## src/hw/zcd_consts.svh

```systemverilog
// How it works
// - Analog sinks above threshold; sink indication raw
// - Level equals sink, inverted when polarity set
// - Rising edge sets flag when rise enabled
// - Falling edge sets flag when fall enabled
// - Interrupt needs flag plus all enables
// - Polarity toggle makes edge regardless of enable
// - Software clears flag; simultaneous set wins
// - Enable takes pin over; else normal control
// - Config bit clear means always active
// - Control bits reset zero; unused read zero
// - Detection keeps running during processor sleep
// - Level also offered to logic cells
// - Flag and enable at bit four
`ifndef ZCD_CONSTS_SVH
`define ZCD_CONSTS_SVH
`define ZCD_OFS_CONTROL 8'h00
`define ZCD_OFS_IRQ_ENABLE_3 8'h04
`define ZCD_OFS_IRQ_FLAG_3 8'h08
`define ZCD_OFS_GLOBAL 8'h0C
`define ZCD_BIT_EN 7
`define ZCD_BIT_LEVEL 5
`define ZCD_BIT_POL 4
`define ZCD_BIT_RISE 1
`define ZCD_BIT_FALL 0
`define ZCD_BIT_IRQ 4
`define ZCD_BIT_PERIPHERAL_IRQ_GLOBAL_ENABLE 0
`define ZCD_BIT_GIE 1
`define ZCD_CTRL_RESET 8'h00
`define ZCD_CTRL_WMASK 8'h93
`define ZCD_SYNC_STAGES 2
`endif

```

## src/hw/zcd_pkg.sv

```systemverilog
package zcd_pkg;
  typedef enum logic [1:0] {
    ZCD_RESP_OKAY = 2'b00,
    ZCD_RESP_SLVERR = 2'b10
  } zcd_resp_t;
  typedef enum {
    ZCD_W_IDLE,
    ZCD_W_RESP
  } zcd_wstate_t;
endpackage : zcd_pkg

```

## src/hw/zcd_sync.sv

```systemverilog
`timescale 1ns/1ns
// Two-flop synchroniser; first stage read only by second
module zcd_sync #(
  parameter int STAGES = 2
) (
  input wire logic aclk,
  input wire logic aresetn,
  input wire logic async_in,
  output logic sync_out
);
  logic [STAGES-1:0] chain_ff;
  // Shift chain
  always_ff @(posedge aclk) begin
    if (!aresetn) begin
      chain_ff <= '0;
    end else begin
      chain_ff <= {chain_ff[STAGES-2:0], async_in};
    end
  end
  assign sync_out = chain_ff[STAGES-1];
endmodule : zcd_sync

```

## src/hw/zcd_top.sv

```systemverilog
// The register offsets and the AXI4-Lite interface to the registers were left to the implementer.
`timescale 1ns/1ns
`include "zcd_consts.svh"
module zcd_top
  import zcd_pkg::*;
(
  input wire logic aclk,
  input wire logic aresetn,
  input wire logic [7:0] s_axi_awaddr,
  input wire logic s_axi_awvalid,
  output logic s_axi_awready,
  input wire logic [31:0] s_axi_wdata,
  input wire logic [3:0] s_axi_wstrb,
  input wire logic s_axi_wvalid,
  output logic s_axi_wready,
  output logic [1:0] s_axi_bresp,
  output logic s_axi_bvalid,
  input wire logic s_axi_bready,
  input wire logic [7:0] s_axi_araddr,
  input wire logic s_axi_arvalid,
  output logic s_axi_arready,
  output logic [31:0] s_axi_rdata,
  output logic [1:0] s_axi_rresp,
  output logic s_axi_rvalid,
  input wire logic s_axi_rready,
  input wire logic sink_active,
  input wire logic power_on_detector_disable,
  output logic detector_active,
  output logic pin_takeover,
  output logic zero_cross_signal,
  output logic irq
);
  logic sink_sync;
  logic en_ff;
  logic pol_ff;
  logic rise_ff;
  logic fall_ff;
  logic flag_ff;
  logic ie_ff;
  logic peripheral_irq_global_enable_ff;
  logic gie_ff;
  logic level_prev_ff;
  logic level;
  logic rise_evt;
  logic fall_evt;
  logic set_evt;
  logic aw_held_ff;
  logic w_held_ff;
  logic [7:0] awaddr_ff;
  logic [31:0] wdata_ff;
  logic [3:0] wstrb_ff;
  logic bvalid_ff;
  logic [1:0] bresp_ff;
  logic rvalid_ff;
  logic [31:0] rdata_ff;
  logic [1:0] rresp_ff;
  logic do_write;
  logic wr_ctrl;
  logic wr_ie;
  logic wr_flag;
  logic wr_glob;
  logic [7:0] wbyte;
  logic [7:0] ctrl_rd;

  // Synchronise the analog sink indication
  zcd_sync #(
    .STAGES(`ZCD_SYNC_STAGES)
  ) u_sync (
    .aclk(aclk),
    .aresetn(aresetn),
    .async_in(sink_active),
    .sync_out(sink_sync)
  );

  // Polarity applied after sync, so a toggle is an edge too
  assign level = sink_sync ^ pol_ff;
  assign zero_cross_signal = level;

  // Previous level for edge detection
  always_ff @(posedge aclk) begin
    if (!aresetn) begin
      level_prev_ff <= 1'b0;
    end else begin
      level_prev_ff <= level;
    end
  end

  // Edge detectors, independent of enable and sleep
  assign rise_evt = level & ~level_prev_ff & rise_ff;
  assign fall_evt = ~level & level_prev_ff & fall_ff;
  assign set_evt = rise_evt | fall_evt;

  // Detector runs from power-on unless the config bit is set
  assign detector_active = ~power_on_detector_disable | en_ff;
  assign pin_takeover = detector_active;

  // Interrupt output gated by all enables
  assign irq = flag_ff & ie_ff & peripheral_irq_global_enable_ff & gie_ff;

  // Write channel capture: address and data in either order
  assign s_axi_awready = ~aw_held_ff & ~bvalid_ff;
  assign s_axi_wready = ~w_held_ff & ~bvalid_ff;
  assign do_write = aw_held_ff & w_held_ff & ~bvalid_ff;
  assign wbyte = wstrb_ff[0] ? wdata_ff[7:0] : 8'h00;
  assign wr_ctrl = do_write && wstrb_ff[0] && awaddr_ff == `ZCD_OFS_CONTROL;
  assign wr_ie = do_write && wstrb_ff[0] && awaddr_ff == `ZCD_OFS_IRQ_ENABLE_3;
  assign wr_flag = do_write && wstrb_ff[0] && awaddr_ff == `ZCD_OFS_IRQ_FLAG_3;
  assign wr_glob = do_write && wstrb_ff[0] && awaddr_ff == `ZCD_OFS_GLOBAL;

  // Hold address channel
  always_ff @(posedge aclk) begin
    if (!aresetn) begin
      aw_held_ff <= 1'b0;
      awaddr_ff <= 8'h00;
    end else if (s_axi_awvalid && s_axi_awready) begin
      aw_held_ff <= 1'b1;
      awaddr_ff <= s_axi_awaddr;
    end else if (do_write) begin
      aw_held_ff <= 1'b0;
    end
  end

  // Hold data channel
  always_ff @(posedge aclk) begin
    if (!aresetn) begin
      w_held_ff <= 1'b0;
      wdata_ff <= 32'h00000000;
      wstrb_ff <= 4'h0;
    end else if (s_axi_wvalid && s_axi_wready) begin
      w_held_ff <= 1'b1;
      wdata_ff <= s_axi_wdata;
      wstrb_ff <= s_axi_wstrb;
    end else if (do_write) begin
      w_held_ff <= 1'b0;
    end
  end

  // Write response; unmapped address answers SLVERR
  always_ff @(posedge aclk) begin
    if (!aresetn) begin
      bvalid_ff <= 1'b0;
      bresp_ff <= ZCD_RESP_OKAY;
    end else if (do_write) begin
      bvalid_ff <= 1'b1;
      bresp_ff <= (awaddr_ff == `ZCD_OFS_CONTROL || awaddr_ff == `ZCD_OFS_IRQ_ENABLE_3 ||
                   awaddr_ff == `ZCD_OFS_IRQ_FLAG_3 || awaddr_ff == `ZCD_OFS_GLOBAL) ?
                  ZCD_RESP_OKAY : ZCD_RESP_SLVERR;
    end else if (s_axi_bready) begin
      bvalid_ff <= 1'b0;
    end
  end
  assign s_axi_bvalid = bvalid_ff;
  assign s_axi_bresp = bresp_ff;

  // Control register bits, reset to zero
  always_ff @(posedge aclk) begin
    if (!aresetn) begin
      en_ff <= 1'b0;
      pol_ff <= 1'b0;
      rise_ff <= 1'b0;
      fall_ff <= 1'b0;
    end else if (wr_ctrl) begin
      en_ff <= wbyte[`ZCD_BIT_EN];
      pol_ff <= wbyte[`ZCD_BIT_POL];
      rise_ff <= wbyte[`ZCD_BIT_RISE];
      fall_ff <= wbyte[`ZCD_BIT_FALL];
    end
  end

  // Enables: zero-cross enable at bit 4, global enables
  always_ff @(posedge aclk) begin
    if (!aresetn) begin
      ie_ff <= 1'b0;
      peripheral_irq_global_enable_ff <= 1'b0;
      gie_ff <= 1'b0;
    end else begin
      if (wr_ie) begin
        ie_ff <= wbyte[`ZCD_BIT_IRQ];
      end
      if (wr_glob) begin
        peripheral_irq_global_enable_ff <= wbyte[`ZCD_BIT_PERIPHERAL_IRQ_GLOBAL_ENABLE];
        gie_ff <= wbyte[`ZCD_BIT_GIE];
      end
    end
  end

  // Sticky flag, write one to clear; set wins
  always_ff @(posedge aclk) begin
    if (!aresetn) begin
      flag_ff <= 1'b0;
    end else if (set_evt) begin
      flag_ff <= 1'b1;
    end else if (wr_flag && wbyte[`ZCD_BIT_IRQ]) begin
      flag_ff <= 1'b0;
    end
  end

  // Control readback; unimplemented bits read zero
  always_comb begin
    ctrl_rd = 8'h00;
    ctrl_rd[`ZCD_BIT_EN] = en_ff;
    ctrl_rd[`ZCD_BIT_LEVEL] = level;
    ctrl_rd[`ZCD_BIT_POL] = pol_ff;
    ctrl_rd[`ZCD_BIT_RISE] = rise_ff;
    ctrl_rd[`ZCD_BIT_FALL] = fall_ff;
  end

  // Read channel: one read at a time, one-cycle answer
  assign s_axi_arready = ~rvalid_ff;
  always_ff @(posedge aclk) begin
    if (!aresetn) begin
      rvalid_ff <= 1'b0;
      rdata_ff <= 32'h00000000;
      rresp_ff <= ZCD_RESP_OKAY;
    end else if (s_axi_arvalid && s_axi_arready) begin
      rvalid_ff <= 1'b1;
      rresp_ff <= ZCD_RESP_OKAY;
      case (s_axi_araddr)
        `ZCD_OFS_CONTROL: begin
          rdata_ff <= {24'h000000, ctrl_rd};
        end
        `ZCD_OFS_IRQ_ENABLE_3: begin
          rdata_ff <= {27'h0000000, ie_ff, 4'h0};
        end
        `ZCD_OFS_IRQ_FLAG_3: begin
          rdata_ff <= {27'h0000000, flag_ff, 4'h0};
        end
        `ZCD_OFS_GLOBAL: begin
          rdata_ff <= {30'h00000000, gie_ff, peripheral_irq_global_enable_ff};
        end
        default: begin
          rdata_ff <= 32'h00000000;
          rresp_ff <= ZCD_RESP_SLVERR;
        end
      endcase
    end else if (s_axi_rready) begin
      rvalid_ff <= 1'b0;
    end
  end
  assign s_axi_rvalid = rvalid_ff;
  assign s_axi_rdata = rdata_ff;
  assign s_axi_rresp = rresp_ff;

  // Rising level with rise enabled sets flag next cycle
  a_rise_sets_flag: assert property (@(posedge aclk) disable iff (!aresetn)
    (level && !level_prev_ff && rise_ff) |=> flag_ff) else $error("rise did not set flag");
  // Falling level with fall enabled sets flag
  a_fall_sets_flag: assert property (@(posedge aclk) disable iff (!aresetn)
    (!level && level_prev_ff && fall_ff) |=> flag_ff) else $error("fall did not set flag");
  // No event means flag never rises
  a_flag_needs_edge: assert property (@(posedge aclk) disable iff (!aresetn)
    (!flag_ff && !set_evt) |=> !flag_ff) else $error("flag set without edge");
  // Set beats clear in the same cycle
  a_set_beats_clear: assert property (@(posedge aclk) disable iff (!aresetn)
    (set_evt && wr_flag) |=> flag_ff) else $error("clear won over set");
  // Interrupt only with all enables
  a_irq_gated: assert property (@(posedge aclk) disable iff (!aresetn)
    irq |-> (flag_ff && ie_ff && peripheral_irq_global_enable_ff && gie_ff)) else $error("irq without enables");
  // Level follows synchronised sink and polarity
  a_level_polarity: assert property (@(posedge aclk) disable iff (!aresetn)
    zero_cross_signal == ($past(u_sync.chain_ff[0]) ^ pol_ff) || $changed(pol_ff) || $rose(aresetn))
    else $error("level mismatch");
  // Config clear keeps detector active
  a_poweron_active: assert property (@(posedge aclk) disable iff (!aresetn)
    !power_on_detector_disable |-> detector_active) else $error("detector inactive");
  // Takeover follows enable when config set
  a_takeover_en: assert property (@(posedge aclk) disable iff (!aresetn)
    power_on_detector_disable |-> (pin_takeover == en_ff)) else $error("takeover mismatch");
  // Control bits zero after reset
  a_reset_zero: assert property (@(posedge aclk)
    $rose(aresetn) |-> (!en_ff && !pol_ff && !rise_ff && !fall_ff)) else $error("reset value wrong");
  // Flag placed at bit four of a flag register read
  a_flag_bit4: assert property (@(posedge aclk) disable iff (!aresetn)
    (s_axi_arvalid && s_axi_arready && s_axi_araddr == `ZCD_OFS_IRQ_FLAG_3) |=> (s_axi_rdata[4] == $past(flag_ff)))
    else $error("flag bit position");

  // Rising level with rise disabled leaves a clear flag clear
  a_rise_blocked: assert property (@(posedge aclk) disable iff (!aresetn)
    (level && !level_prev_ff && !rise_ff && !flag_ff) |=> !flag_ff) else $error("rise set flag when off");

  // Falling level with fall disabled leaves a clear flag clear
  a_fall_blocked: assert property (@(posedge aclk) disable iff (!aresetn)
    (!level && level_prev_ff && !fall_ff && !flag_ff) |=> !flag_ff) else $error("fall set flag when off");

  // Clearing write with no edge empties the flag
  a_clear_works: assert property (@(posedge aclk) disable iff (!aresetn)
    (wr_flag && wbyte[`ZCD_BIT_IRQ] && !set_evt) |=> !flag_ff) else $error("flag not cleared");

  // Flag stays set until software writes the flag register
  a_flag_sticky: assert property (@(posedge aclk) disable iff (!aresetn)
    (flag_ff && !wr_flag) |=> flag_ff) else $error("flag lost without clear");

  // Flag with every enable raises the interrupt
  a_irq_raised: assert property (@(posedge aclk) disable iff (!aresetn)
    (flag_ff && ie_ff && peripheral_irq_global_enable_ff && gie_ff) |-> irq) else $error("irq missing");

  // Polarity change with a steady sink is a level edge
  a_pol_makes_edge: assert property (@(posedge aclk) disable iff (!aresetn)
    ($changed(pol_ff) && $stable(sink_sync)) |-> (level != level_prev_ff)) else $error("polarity gave no edge");

  // Control write loads enable and polarity
  a_ctrl_write: assert property (@(posedge aclk) disable iff (!aresetn)
    wr_ctrl |=> (en_ff == $past(wbyte[`ZCD_BIT_EN]) && pol_ff == $past(wbyte[`ZCD_BIT_POL])))
    else $error("control write lost");

  // Control write loads both edge enables
  a_edge_en_write: assert property (@(posedge aclk) disable iff (!aresetn)
    wr_ctrl |=> (rise_ff == $past(wbyte[`ZCD_BIT_RISE]) && fall_ff == $past(wbyte[`ZCD_BIT_FALL])))
    else $error("edge enable write lost");

  // Unimplemented control bits read zero
  a_ctrl_unused: assert property (@(posedge aclk) disable iff (!aresetn)
    (s_axi_arvalid && s_axi_arready && s_axi_araddr == `ZCD_OFS_CONTROL) |=>
    (s_axi_rdata[31:8] == 24'h000000 && !s_axi_rdata[6] && s_axi_rdata[3:2] == 2'b00))
    else $error("unused control bit set");

  // Level bit of a control read is the level at the read
  a_level_readback: assert property (@(posedge aclk) disable iff (!aresetn)
    (s_axi_arvalid && s_axi_arready && s_axi_araddr == `ZCD_OFS_CONTROL) |=>
    (s_axi_rdata[`ZCD_BIT_LEVEL] == $past(level))) else $error("level readback wrong");

  // Enable read shows the zero-cross enable at bit four
  a_ie_bit4: assert property (@(posedge aclk) disable iff (!aresetn)
    (s_axi_arvalid && s_axi_arready && s_axi_araddr == `ZCD_OFS_IRQ_ENABLE_3) |=>
    (s_axi_rdata[`ZCD_BIT_IRQ] == $past(ie_ff))) else $error("enable bit position");

  // Enable write takes bit four
  a_ie_write: assert property (@(posedge aclk) disable iff (!aresetn)
    wr_ie |=> (ie_ff == $past(wbyte[`ZCD_BIT_IRQ]))) else $error("enable write lost");

  // Flag, enable and interrupt clear after reset
  a_irq_reset: assert property (@(posedge aclk)
    $rose(aresetn) |-> (!flag_ff && !ie_ff && !irq)) else $error("irq state after reset");

  // Config set and enable clear give the pin back
  a_takeover_off: assert property (@(posedge aclk) disable iff (!aresetn)
    (power_on_detector_disable && !en_ff) |-> !pin_takeover) else $error("pin kept without enable");

  // Synchronised sink is the input two cycles back
  a_sync_latency: assert property (@(posedge aclk) disable iff (!aresetn)
    $changed(sink_sync) |-> (sink_sync == $past(sink_active, 2))) else $error("sync latency wrong");

  // Write answered the cycle after both halves are held
  a_write_answer: assert property (@(posedge aclk) disable iff (!aresetn)
    do_write |=> s_axi_bvalid) else $error("write not answered");

  // Write response stands until taken
  a_bvalid_holds: assert property (@(posedge aclk) disable iff (!aresetn)
    (s_axi_bvalid && !s_axi_bready) |=> s_axi_bvalid) else $error("write response dropped");

  // Read answered on the next cycle
  a_read_answer: assert property (@(posedge aclk) disable iff (!aresetn)
    (s_axi_arvalid && s_axi_arready) |=> s_axi_rvalid) else $error("read not answered");

  // Read data stands until taken
  a_rvalid_holds: assert property (@(posedge aclk) disable iff (!aresetn)
    (s_axi_rvalid && !s_axi_rready) |=> (s_axi_rvalid && $stable(s_axi_rdata))) else $error("read data dropped");

endmodule : zcd_top

```

## config.mk

```make
export PLATFORM = sky130hd
export DESIGN_NAME = zcd_top
export DESIGN_NICKNAME = d
export VERILOG_FILES = /design/src/hw/zcd_pkg.sv /design/src/hw/zcd_sync.sv /design/src/hw/zcd_top.sv
export VERILOG_INCLUDE_DIRS = /design/src /design/src/hw
export SDC_FILE = /design/constraint.sdc
export NUM_CORES = 1
export LEC_CHECK = 0
export BUFFER_PORTS_ARGS = -buffer_cell sky130_fd_sc_hd__buf_2
export CORE_MARGIN = 3
export CORE_UTILIZATION = 46
export CTS_CLUSTER_SIZE = 12
export DETAILED_ROUTE_END_ITERATION = 6
export GPL_TIMING_DRIVEN = 0
export PLACE_DENSITY = 0.94
export SKIP_LAST_GASP = 1
export SLEW_MARGIN = 20
export SYNTH_ARGS = -nofsm -noshare
export SYNTH_HDL_FRONTEND = slang
export SYNTH_HIERARCHICAL = 1
export SYNTH_SLANG_ARGS = --single-unit
```

## constraint.sdc

```tcl
create_clock -name aclk -period 2.6 [get_ports aclk]
set_input_delay 0.39 -clock aclk [delete_from_list [all_inputs] [get_ports aclk]]
set_output_delay 0.39 -clock aclk [all_outputs]
set_load 0.02 [all_outputs]
```

==> qor.log, run 1 <==
[place] worst setup slack before clock tree synthesis 0.824 ns
[synth] fraction of synthesized cell area taken by the top area cell type 39.4%
[timing] worst path setup slack after routing 0.799 ns
[grt] Overflow after GRT 0
[clock_network] clock slew seen by the registers of the worst setup and hold paths 0.07 ns
[synth] proportion of synthesized chip area in sequential cells 39.4%
[timing] Max Slew Vio Count 0
[synth] number of enable flip-flop cells after synthesis 0
[finish] Synth-to-Final Area Change 27.5%
[worst_setup_path] cell seen most often among critical-path stages sky130_fd_sc_hd__or4_4
[drt] routed length per instance 12.1 um
[timing] Final Critical Period 1.80 ns
[synth] most numerous cell types in the synthesized netlist sky130_fd_sc_hd__dfxtp_1 (35), sky130_fd_sc_hd__buf_4 (30), sky130_fd_sc_hd__mux2i_1 (22)
[worst_setup_path] classification of the worst setup path flop to flop
[worst_setup_path] stage delay of the slowest cell on the critical path 0.54 ns
[place] input/output buffers 45
[drt] DRT antenna net count 0
[worst_setup_path] Top Family by Delay on Critical Path simple AND/OR/NAND/NOR gates
[synth] Distinct cells, synth 36
[floorplanning] overall die area 4640 um^2
[drt] total number of vias 1454
[synth] cell taking the most area after synthesis sky130_fd_sc_hd__dfxtp_1
[timing] worst hold margin 0.321 ns
[worst_setup_path] buffers plus inverters on the worst setup path 1
[floorplanning] initial standard-cell utilization of the core 50.5%
[worst_setup_path] capturing element type of the critical path flop
[place] GP Congestion 0.854
[grt] all-layer global routing usage 16.8%
[drt] total iterations of the first detailed-routing run 4
[power_and_ir_drop] highest ir drop seen on vdd 382 uV
[timing] Final Hold Fails 0
[synth] count of warnings emitted by yosys 6
[clock_network] # Post-CTS Setup Buffers 0
[timing] Max-Slew Margin vs Limit 54.4%
[clock_network] CTS Buf Count 5
[clock_network] count of H-tree levels built during CTS 2
[run_status] status finished clean
[synth] average instance area after synthesis 9.40 um^2
[timing] Achievable Freq 555 MHz
[power_and_ir_drop] Leakage Power 1.07 nW
[drt] ratio of routed vias to standard cells 4.60
[clock_network] root buffer cell sky130_fd_sc_hd__clkbuf_8
[place] dpl hpwl 2900 um
[grt] initial antenna violation count 0
[floorplanning] Core Rows 21
[job] number of max-cap violations 0
[timing] Worst Tran Pin Value 0.675 ns
[floorplanning] floorplan die width 68.2 um
[synth] biggest area contributors in the synthesized netlist sky130_fd_sc_hd__dfxtp_1 (39%), sky130_fd_sc_hd__buf_4 (13%), sky130_fd_sc_hd__mux2i_1 (12%)
[worst_setup_path] data arrival time of the critical path 1.97 ns
[worst_setup_path] required time of the critical path 2.77 ns
[clock_network] clock tree from TritonCTS built
[finish] number of nets in the layout 330
[timing] sum of negative setup slack 0 ns
[synth] Yosys reg bits 35
[timing] final number of setup-violating endpoints 0
[finish] antenna diode instance count 0
[worst_setup_path] startpoint types flop
[grt] vias in the first global route 1339
[floorplanning] Core Footprint 3520 um^2
[grt] first-pass GRT wire length 5820 um
[finish] utilization after layout 64.3%
[clock_network] # clock sinks 35
[worst_setup_path] highest-delay cell along the critical path sky130_fd_sc_hd__or4_4
[worst_setup_path] largest fanout of any net on the critical path 6
[finish] layout cell share with drive strength beyond 1 33.3%
[timing] share of the clock period used by the worst path 69.3%
[floorplanning] count of boundary I/O pins 106
[timing] clk_skew 0.0102 ns
[synth] leading cell type by number of instances after synthesis sky130_fd_sc_hd__dfxtp_1
[synth] main flop type after synthesis sky130_fd_sc_hd__dfxtp_1
[synth] Gate Count Post-Synth 189
[synth] total standard cell area after synthesis 1780 um^2
[synth] asr flop ratio synth 0%
[drt] DRC violations left 0
[grt] largest net degree at the start of global routing 11
[floorplanning] die height 68.2 um
[drt] drt initial violations 62
[worst_setup_path] critical path cell sequence or4_4, buf_6, or4_4, mux2i_1
[timing] unrepaired setup endpoints after global routing false
[finish] number of fill cells in the layout 316
[clock_network] maximum clock path buffer count 2
[clock_network] post-cts repair resize count 0
[power_and_ir_drop] Pwr per Cell Area 548 nW/um^2
[clock_network] hold bufs inserted after CTS 0
[drt] Total Wirelength 3810 um
[clock_network] clock latency of the later-clocked register in the worst-skew pair 0.29 ns
[min_path] hold crit path type primary input to flop
-- cells in the final DEF (no fill, tap or decap), drive strengths merged, types with 3 or more instances in the layout --
cell type / n
a21boi: 3
and2: 3
and3: 4
buf: 77
clkbuf: 15
conb: 29
dfxtp: 35
mux2i: 22
nand2: 15
nand2b: 8
nand3: 8
nor2: 3
nor2b: 15
nor3b: 4
nor4: 5
-- report_power, final --
part           internal, W  switching, W
Sequential        0.000559     0.0000176
Combinational     0.000104      0.000128
Clock             0.000242      0.000190
Total             0.000906      0.000336
-- flip-flops by register name, indices dropped and copies added, names as in the netlist, 2 cells and up --
signal / count
awaddr_ff: 8
s_axi_rdata: 5
u_sync/chain_ff: 2
wdata_ff: 4
-- routing by layer --
metal	vias up	global-route usage (%)	share of wire [%]
li1	744	-	-
met1	647	17.8	40
met2	58	30.2	51
met3	5	5.75	8.4
met4	0	6.45	1.2
met5	-	0	0
-- area by class of cell --
cell class	instances	area, um^2	area share, %
flip-flops and latches	35	701	30.9
inverters	1	3.75	0.166
multi-input cells	142	911	40.2
repair buffers	45	225	9.94
clock buffers	8	100	4.42
plain buffers	39	267	11.8
well taps	46	57.6	2.54
-- logic make-up after synthesis --
logic type | after synthesis | share of synthesized area, %
simple gates | 76 | 26.5
other cells | 1 | 0.211
compound gates | 14 | 5.77
buf+inv | 40 | 15.2
xor+xnor | 1 | 0.493
mux | 22 | 12.4
flops | 35 | 39.4
-- stage by stage --
step | area, um^2 | cells | power [W]
after global routing | 2260 | 316 | 0.00129
after global placement | 2160 | 308 | 0.000813
after CTS | 2260 | 316 | 0.00125
after detailed placement | 2160 | 308 | 0.000819
final | 2260 | 316 | 0.00124
after floorplan | 1880 | 217 | 0.000763
-- path summary, 6_finish.rpt --
check | end | cells past startpoint | start | slack [ns]
worst max register to register | gie_ff$_SDFFE_PN0P_ | 4 | awaddr_ff[7]$_SDFFE_PN0P_ | 0.80
worst min-delay path | u_sync/chain_ff[0]$_SDFF_PN0_ | 2 | sink_active | 0.32
worst max-delay path | gie_ff$_SDFFE_PN0P_ | 4 | awaddr_ff[7]$_SDFFE_PN0P_ | 0.80
worst min register to register | u_sync/chain_ff[1]$_SDFF_PN0_ | 1 | u_sync/chain_ff[0]$_SDFF_PN0_ | 0.44
Note: power is estimated with default switching activity, not from simulation.
==> run 2, diff against run 1 <==
--- a/config.mk
+++ b/config.mk
@@ -8,11 +8,11 @@
 export LEC_CHECK = 0
 export BUFFER_PORTS_ARGS = -buffer_cell sky130_fd_sc_hd__buf_2
 export CORE_MARGIN = 3
-export CORE_UTILIZATION = 46
+export CORE_UTILIZATION = 39
 export CTS_CLUSTER_SIZE = 12
 export DETAILED_ROUTE_END_ITERATION = 6
 export GPL_TIMING_DRIVEN = 0
-export PLACE_DENSITY = 0.94
+export PLACE_DENSITY = 0.86
 export SKIP_LAST_GASP = 1
 export SLEW_MARGIN = 20
 export SYNTH_ARGS = -nofsm -noshare
==> constraint.sdc (replaced) <==
create_clock -name aclk -period 1.65 [get_ports aclk]
set_input_delay 0.2475 -clock aclk [delete_from_list [all_inputs] [get_ports aclk]]
set_output_delay 0.2475 -clock aclk [all_outputs]
set_load 0.02 [all_outputs]
==> run 2 against run 1 <==
  * Maximum frequency grew 12%
  * Largest power group unchanged
  * Routed wire length is 5.9% lower
  * Setup slack got worse by 0.75 ns
  * Via count down 2.1%
  * Clock skew fell by 0.0071 ns
  * Highest routed layer unchanged
  * Final cell count did not move
  * Largest cell class unchanged
==> qor.log, run 2 (synthesis gave the netlist of run 1 again) <==
[run_status] status finished clean
[power_and_ir_drop] fraction of power consumed by the clock network 30.1%
[floorplanning] floorplan die width 73.5 um
[timing] final number of setup-violating endpoints 0
[clock_network] clock latency of the later-clocked register in the worst-skew pair 0.27 ns
[place] input/output buffers 45
[finish] most frequent cells in the layout sky130_fd_sc_hd__buf_2 (46), sky130_fd_sc_hd__dfxtp_1 (35), sky130_fd_sc_hd__buf_4 (32)
[grt] largest net degree at the start of global routing 11
[finish] Synth-to-Final Area Change 26.2%
[timing] Final Critical Period 1.61 ns
[drt] ratio of routed vias to standard cells 4.50
[finish] antenna diode instance count 0
[timing] worst path setup slack after routing 0.0445 ns
[finish] number of nets in the layout 328
[drt] DRT antenna net count 0
[finish] number of fill cells in the layout 416
[finish] most common library cell in the layout ignoring fill and taps sky130_fd_sc_hd__buf_2
[place] dpl hpwl 2880 um
[finish] utilization after layout 53.4%
[drt] routed length per instance 11.4 um
[worst_setup_path] FF-to-FF path depth 4
[clock_network] hold bufs inserted after CTS 0
[job] number of max-cap violations 0
[place] GP Congestion 0.814
[power_and_ir_drop] highest ir drop seen on vdd 533 uV
[worst_setup_path] classification of the worst setup path flop to flop
[worst_setup_path] capturing element type of the critical path flop
[floorplanning] initial standard-cell utilization of the core 42.3%
[floorplanning] Core Footprint 4200 um^2
[power_and_ir_drop] Pwr per Cell Area 812 nW/um^2
[timing] Achievable Freq 623 MHz
[grt] vias in the first global route 1262
[power_and_ir_drop] Leakage Power 1.06 nW
[worst_setup_path] startpoint types flop
[timing] Max Slew Vio Count 0
[min_path] Cells on Worst Hold Path 2
[min_path] hold crit path type primary input to flop
[grt] initial antenna violation count 0
[drt] total iterations of the first detailed-routing run 4
[clock_network] maximum clock path buffer count 2
[power_and_ir_drop] cell internal pwr 0.00132 W
[worst_setup_path] data arrival time of the critical path 1.81 ns
[drt] Total Wirelength 3590 um
[grt] Overflow after GRT 0
[power_and_ir_drop] switching share of power 27.2%
[clock_network] clock slew seen by the registers of the worst setup and hold paths 0.06 ns
[timing] clk_skew 0.00306 ns
[power_and_ir_drop] switching power total 0.000495 W
[drt] total number of vias 1423
[timing] share of the clock period used by the worst path 97.3%
[place] Inst Count DP 312
[power_and_ir_drop] share of power burned in combinational logic 19.6%
[floorplanning] die height 73.5 um
[clock_network] count of H-tree levels built during CTS 2
[floorplanning] overall die area 5400 um^2
[finish] Largest Register awaddr_ff
[grt] all-layer global routing usage 13.0%
[timing] worst hold margin 0.169 ns
[worst_setup_path] largest fanout of any net on the critical path 5
[place] worst setup slack before clock tree synthesis -0.0258 ns
[worst_setup_path] required time of the critical path 1.86 ns
[power_and_ir_drop] fraction of power consumed by sequential logic 50.3%
[clock_network] clock tree from TritonCTS built
[finish] final std cells w/o fill 316
[drt] drt initial violations 49
[grt] first-pass GRT wire length 5400 um
[timing] Max-Slew Margin vs Limit 55.9%
[floorplanning] Core Rows 23
[clock_network] CTS Buf Count 5
[finish] max reg flops 8
[clock_network] root buffer cell sky130_fd_sc_hd__clkbuf_8
[drt] DRC violations left 0
[timing] Worst Tran Pin Value 0.653 ns
[finish] layout cell share with drive strength beyond 1 34.2%
[timing] unrepaired setup endpoints after global routing true
[timing] Final Hold Fails 0
[floorplanning] count of boundary I/O pins 106
[clock_network] # clock sinks 35
## run 2: power by group through the flow
stage | combinational (W) | clock [W] | sequential, W
after floorplan | 0.000274 | 0 | 0.000928
after global placement | 0.000356 | 0 | 0.000925
after detailed placement | 0.000364 | 0 | 0.000928
after CTS | 0.000355 | 0.000569 | 0.000909
after global routing | 0.000390 | 0.000600 | 0.000920
final | 0.000357 | 0.000548 | 0.000915
## run 2: worst paths after layout
check	slack [ns]	to	start
worst min-delay path	0.17	u_sync/chain_ff[0]$_SDFF_PN0_	sink_active
worst max register to register	0.04	ie_ff$_SDFFE_PN0P_	awaddr_ff[6]$_SDFFE_PN0P_
worst max-delay path	0.04	ie_ff$_SDFFE_PN0P_	awaddr_ff[6]$_SDFFE_PN0P_
worst min register to register	0.45	u_sync/chain_ff[1]$_SDFF_PN0_	u_sync/chain_ff[0]$_SDFF_PN0_
## run 2: routing by layer
layer | wire length, um | share of wire, % | track usage (%)
met4 | 22 | 0.61 | 4.83
met1 | 1470 | 41 | 15.0
met3 | 311 | 8.7 | 3.42
met5 | 0 | 0 | 0
met2 | 1790 | 50 | 22.7
## run 2: metrics by stage
step | power [W] | instance area (um^2) | setup TNS, ns
detailed placement | 0.00129 | 2170 | -0.0633
CTS | 0.00183 | 2230 | 0
global route | 0.00191 | 2240 | -0.0271
global placement | 0.00128 | 2170 | -0.00617
finish | 0.00182 | 2240 | 0
floorplan | 0.00120 | 1880 | 0
## run 2: layout make-up
type                       instances  area, um^2  area share, %
buffer                            35         245           10.9
clock buffer                       6        72.6           3.24
inverter                           1        3.75          0.167
multi-input combinational        142         917           40.9
sequential                        35         701           31.3
tap                               50        62.6           2.79
timing repair buffer              47         240           10.7
## run 2: critical path, stage by stage (launching register included)
cell,delay [ns]
sky130_fd_sc_hd__dfxtp_1,0.31
sky130_fd_sc_hd__or4_4,0.58
sky130_fd_sc_hd__buf_4,0.17
sky130_fd_sc_hd__nor4_2,0.28
sky130_fd_sc_hd__mux2i_1,0.20
## run 2: what timing repair did
action	in CTS	in global routing
resized for setup	1	1
endpoints found under the hold margin	0	0
buffers inserted	0	2
endpoints found under the setup margin	8	4
pin swaps	0	2
==> run 3, diff against run 2 <==
--- a/config.mk
+++ b/config.mk
@@ -13,6 +13,7 @@
 export DETAILED_ROUTE_END_ITERATION = 6
 export GPL_TIMING_DRIVEN = 0
 export PLACE_DENSITY = 0.86
+export RECOVER_POWER = 25
 export SKIP_LAST_GASP = 1
 export SLEW_MARGIN = 20
 export SYNTH_ARGS = -nofsm -noshare
==> run 3 against run 2 <==
  * Final area shrank 0.39%
  * Maximum frequency barely moved
  * Clock-buffer cell count stayed put
  * Highest routed layer unchanged
==> qor.log, run 3 (synthesis gave the netlist of run 1 again) <==
[run_status] status finished clean
[finish] most common library cell in the layout ignoring fill and taps sky130_fd_sc_hd__buf_2
[timing] Max-Slew Margin vs Limit 55.9%
[drt] total iterations of the first detailed-routing run 4
[grt] first-pass GRT wire length 5400 um
[timing] Max Slew Vio Count 0
[place] GP Congestion 0.814
[timing] share of the clock period used by the worst path 97.4%
[power_and_ir_drop] Pwr per Cell Area 813 nW/um^2
[floorplanning] overall die area 5400 um^2
[clock_network] maximum clock path buffer count 2
[timing] Worst Tran Pin Value 0.653 ns
[finish] most frequent cells in the layout sky130_fd_sc_hd__buf_2 (39), sky130_fd_sc_hd__dfxtp_1 (35), sky130_fd_sc_hd__buf_4 (32)
[timing] Achievable Freq 622 MHz
[finish] number of fill cells in the layout 418
[drt] drt initial violations 48
[timing] Final Critical Period 1.61 ns
[finish] Synth-to-Final Area Change 25.7%
[drt] DRC violations left 0
[power_and_ir_drop] fraction of power consumed by sequential logic 50.3%
[power_and_ir_drop] Leakage Power 1.03 nW
[floorplanning] Core Footprint 4200 um^2
[worst_setup_path] data arrival time of the critical path 1.81 ns
[drt] ratio of routed vias to standard cells 4.50
[worst_setup_path] capturing element type of the critical path flop
[place] dpl hpwl 2880 um
[grt] initial antenna violation count 0
[clock_network] clock slew seen by the registers of the worst setup and hold paths 0.06 ns
[timing] worst hold margin 0.169 ns
[finish] layout cell share with drive strength beyond 1 31.6%
[worst_setup_path] stage delay of the slowest cell on the critical path 0.58 ns
[clock_network] count of H-tree levels built during CTS 2
[power_and_ir_drop] cell internal pwr 0.00132 W
[power_and_ir_drop] share of power burned in combinational logic 19.6%
[drt] total number of vias 1422
[worst_setup_path] required time of the critical path 1.86 ns
[finish] Largest Register awaddr_ff
[min_path] hold crit path type primary input to flop
[power_and_ir_drop] fraction of power consumed by the clock network 30.1%
[timing] Final Hold Fails 0
[timing] unrepaired setup endpoints after global routing true
[timing] final number of setup-violating endpoints 0
[clock_network] root buffer cell sky130_fd_sc_hd__clkbuf_8
[clock_network] CTS Buf Count 5
[place] input/output buffers 45
[power_and_ir_drop] switching share of power 27.1%
[floorplanning] die height 73.5 um
[grt] vias in the first global route 1262
[grt] largest net degree at the start of global routing 11
[job] number of max-cap violations 0
[clock_network] clock latency of the later-clocked register in the worst-skew pair 0.27 ns
[clock_network] clock tree from TritonCTS built
[place] worst setup slack before clock tree synthesis -0.0258 ns
[worst_setup_path] critical path cell sequence or4_4, buf_4, nor4_2, mux2i_1
[floorplanning] Core Rows 23
[power_and_ir_drop] highest ir drop seen on vdd 532 uV
[timing] clk_skew 0.00319 ns
[power_and_ir_drop] switching power total 0.000493 W
[drt] Total Wirelength 3590 um
[worst_setup_path] largest fanout of any net on the critical path 5
[finish] max reg flops 8
[drt] routed length per instance 11.4 um
[floorplanning] floorplan die width 73.5 um
[worst_setup_path] highest-delay cell along the critical path sky130_fd_sc_hd__or4_4
[finish] antenna diode instance count 0
[floorplanning] count of boundary I/O pins 106
[floorplanning] initial standard-cell utilization of the core 42.3%
[drt] DRT antenna net count 0
[worst_setup_path] startpoint types flop
[grt] Overflow after GRT 0
[clock_network] # clock sinks 35
[worst_setup_path] Register-to-Register Setup Slack 0.04 ns
[worst_setup_path] classification of the worst setup path flop to flop
[finish] number of nets in the layout 328
[timing] worst path setup slack after routing 0.0435 ns
[grt] all-layer global routing usage 13.0%
==> run 3: area by class of cell <==
cell class	count	area [um^2]	area share, %
sequential	35	701	31.4
buffer	35	245	11.0
timing repair buffer	47	231	10.4
inverter	1	3.75	0.168
tap	50	62.6	2.80
multi-input combinational	142	917	41.1
clock buffer	6	72.6	3.25
==> run 3: worst paths after layout <==
path | startpoint | end | cells after the start
min reg2reg | u_sync/chain_ff[0]$_SDFF_PN0_ | u_sync/chain_ff[1]$_SDFF_PN0_ | 1
max reg2reg | awaddr_ff[6]$_SDFFE_PN0P_ | ie_ff$_SDFFE_PN0P_ | 4
max | awaddr_ff[6]$_SDFFE_PN0P_ | ie_ff$_SDFFE_PN0P_ | 4
min | sink_active | u_sync/chain_ff[0]$_SDFF_PN0_ | 2
==> run 3: power by group through the flow <==
stage               registers (W)  logic (W)  clock network (W)
floorplan                0.000928   0.000274                  0
global route             0.000921   0.000390           0.000600
finish                   0.000915   0.000356           0.000546
detailed placement       0.000928   0.000364                  0
CTS                      0.000909   0.000355           0.000569
global placement         0.000925   0.000356                  0
==> run 3: timing repair <==
item | in CTS | in global routing
buffers inserted | 0 | 2
hold buffers | 0 | 0
pin swaps | 0 | 2
endpoints found under the setup margin | 8 | 4
hold endpoints to repair | 0 | 0
resized for setup | 1 | 1
==> run 3: stage by stage <==
stage | TNS (ns) | instances | util, % | cell area, um^2 | total power, W
finish | 0 | 316 | 53.2 | 2230 | 0.00182
global route | -0.0271 | 316 | 53.2 | 2230 | 0.00191
CTS | 0 | 317 | 53.1 | 2230 | 0.00183
detailed placement | -0.0633 | 312 | 51.6 | 2170 | 0.00129
global placement | -0.00617 | 312 | 51.6 | 2170 | 0.00128
floorplan | 0 | 217 | - | 1880 | 0.00120
==> run 3: per-layer routing <==
| layer | share of wire (%) | routed length, um | up-vias | global-route usage, % |
|---|---|---|---|---|
| met5 | 0 | 0 | - | 0 |
| met4 | 0.61 | 22 | 0 | 4.83 |
| met3 | 8.6 | 309 | 2 | 3.42 |
| met2 | 50 | 1780 | 51 | 22.7 |
| met1 | 41 | 1480 | 627 | 15.0 |
| li1 | - | - | 742 | - |
==> run 3: critical path: cells and delay by family, from the launching register on <==
family                 cells  cell delay (ns)
AND/OR/NAND/NOR            2             0.86
flip-flops                 1             0.31
multiplexers               1             0.20
buffers and inverters      1             0.17
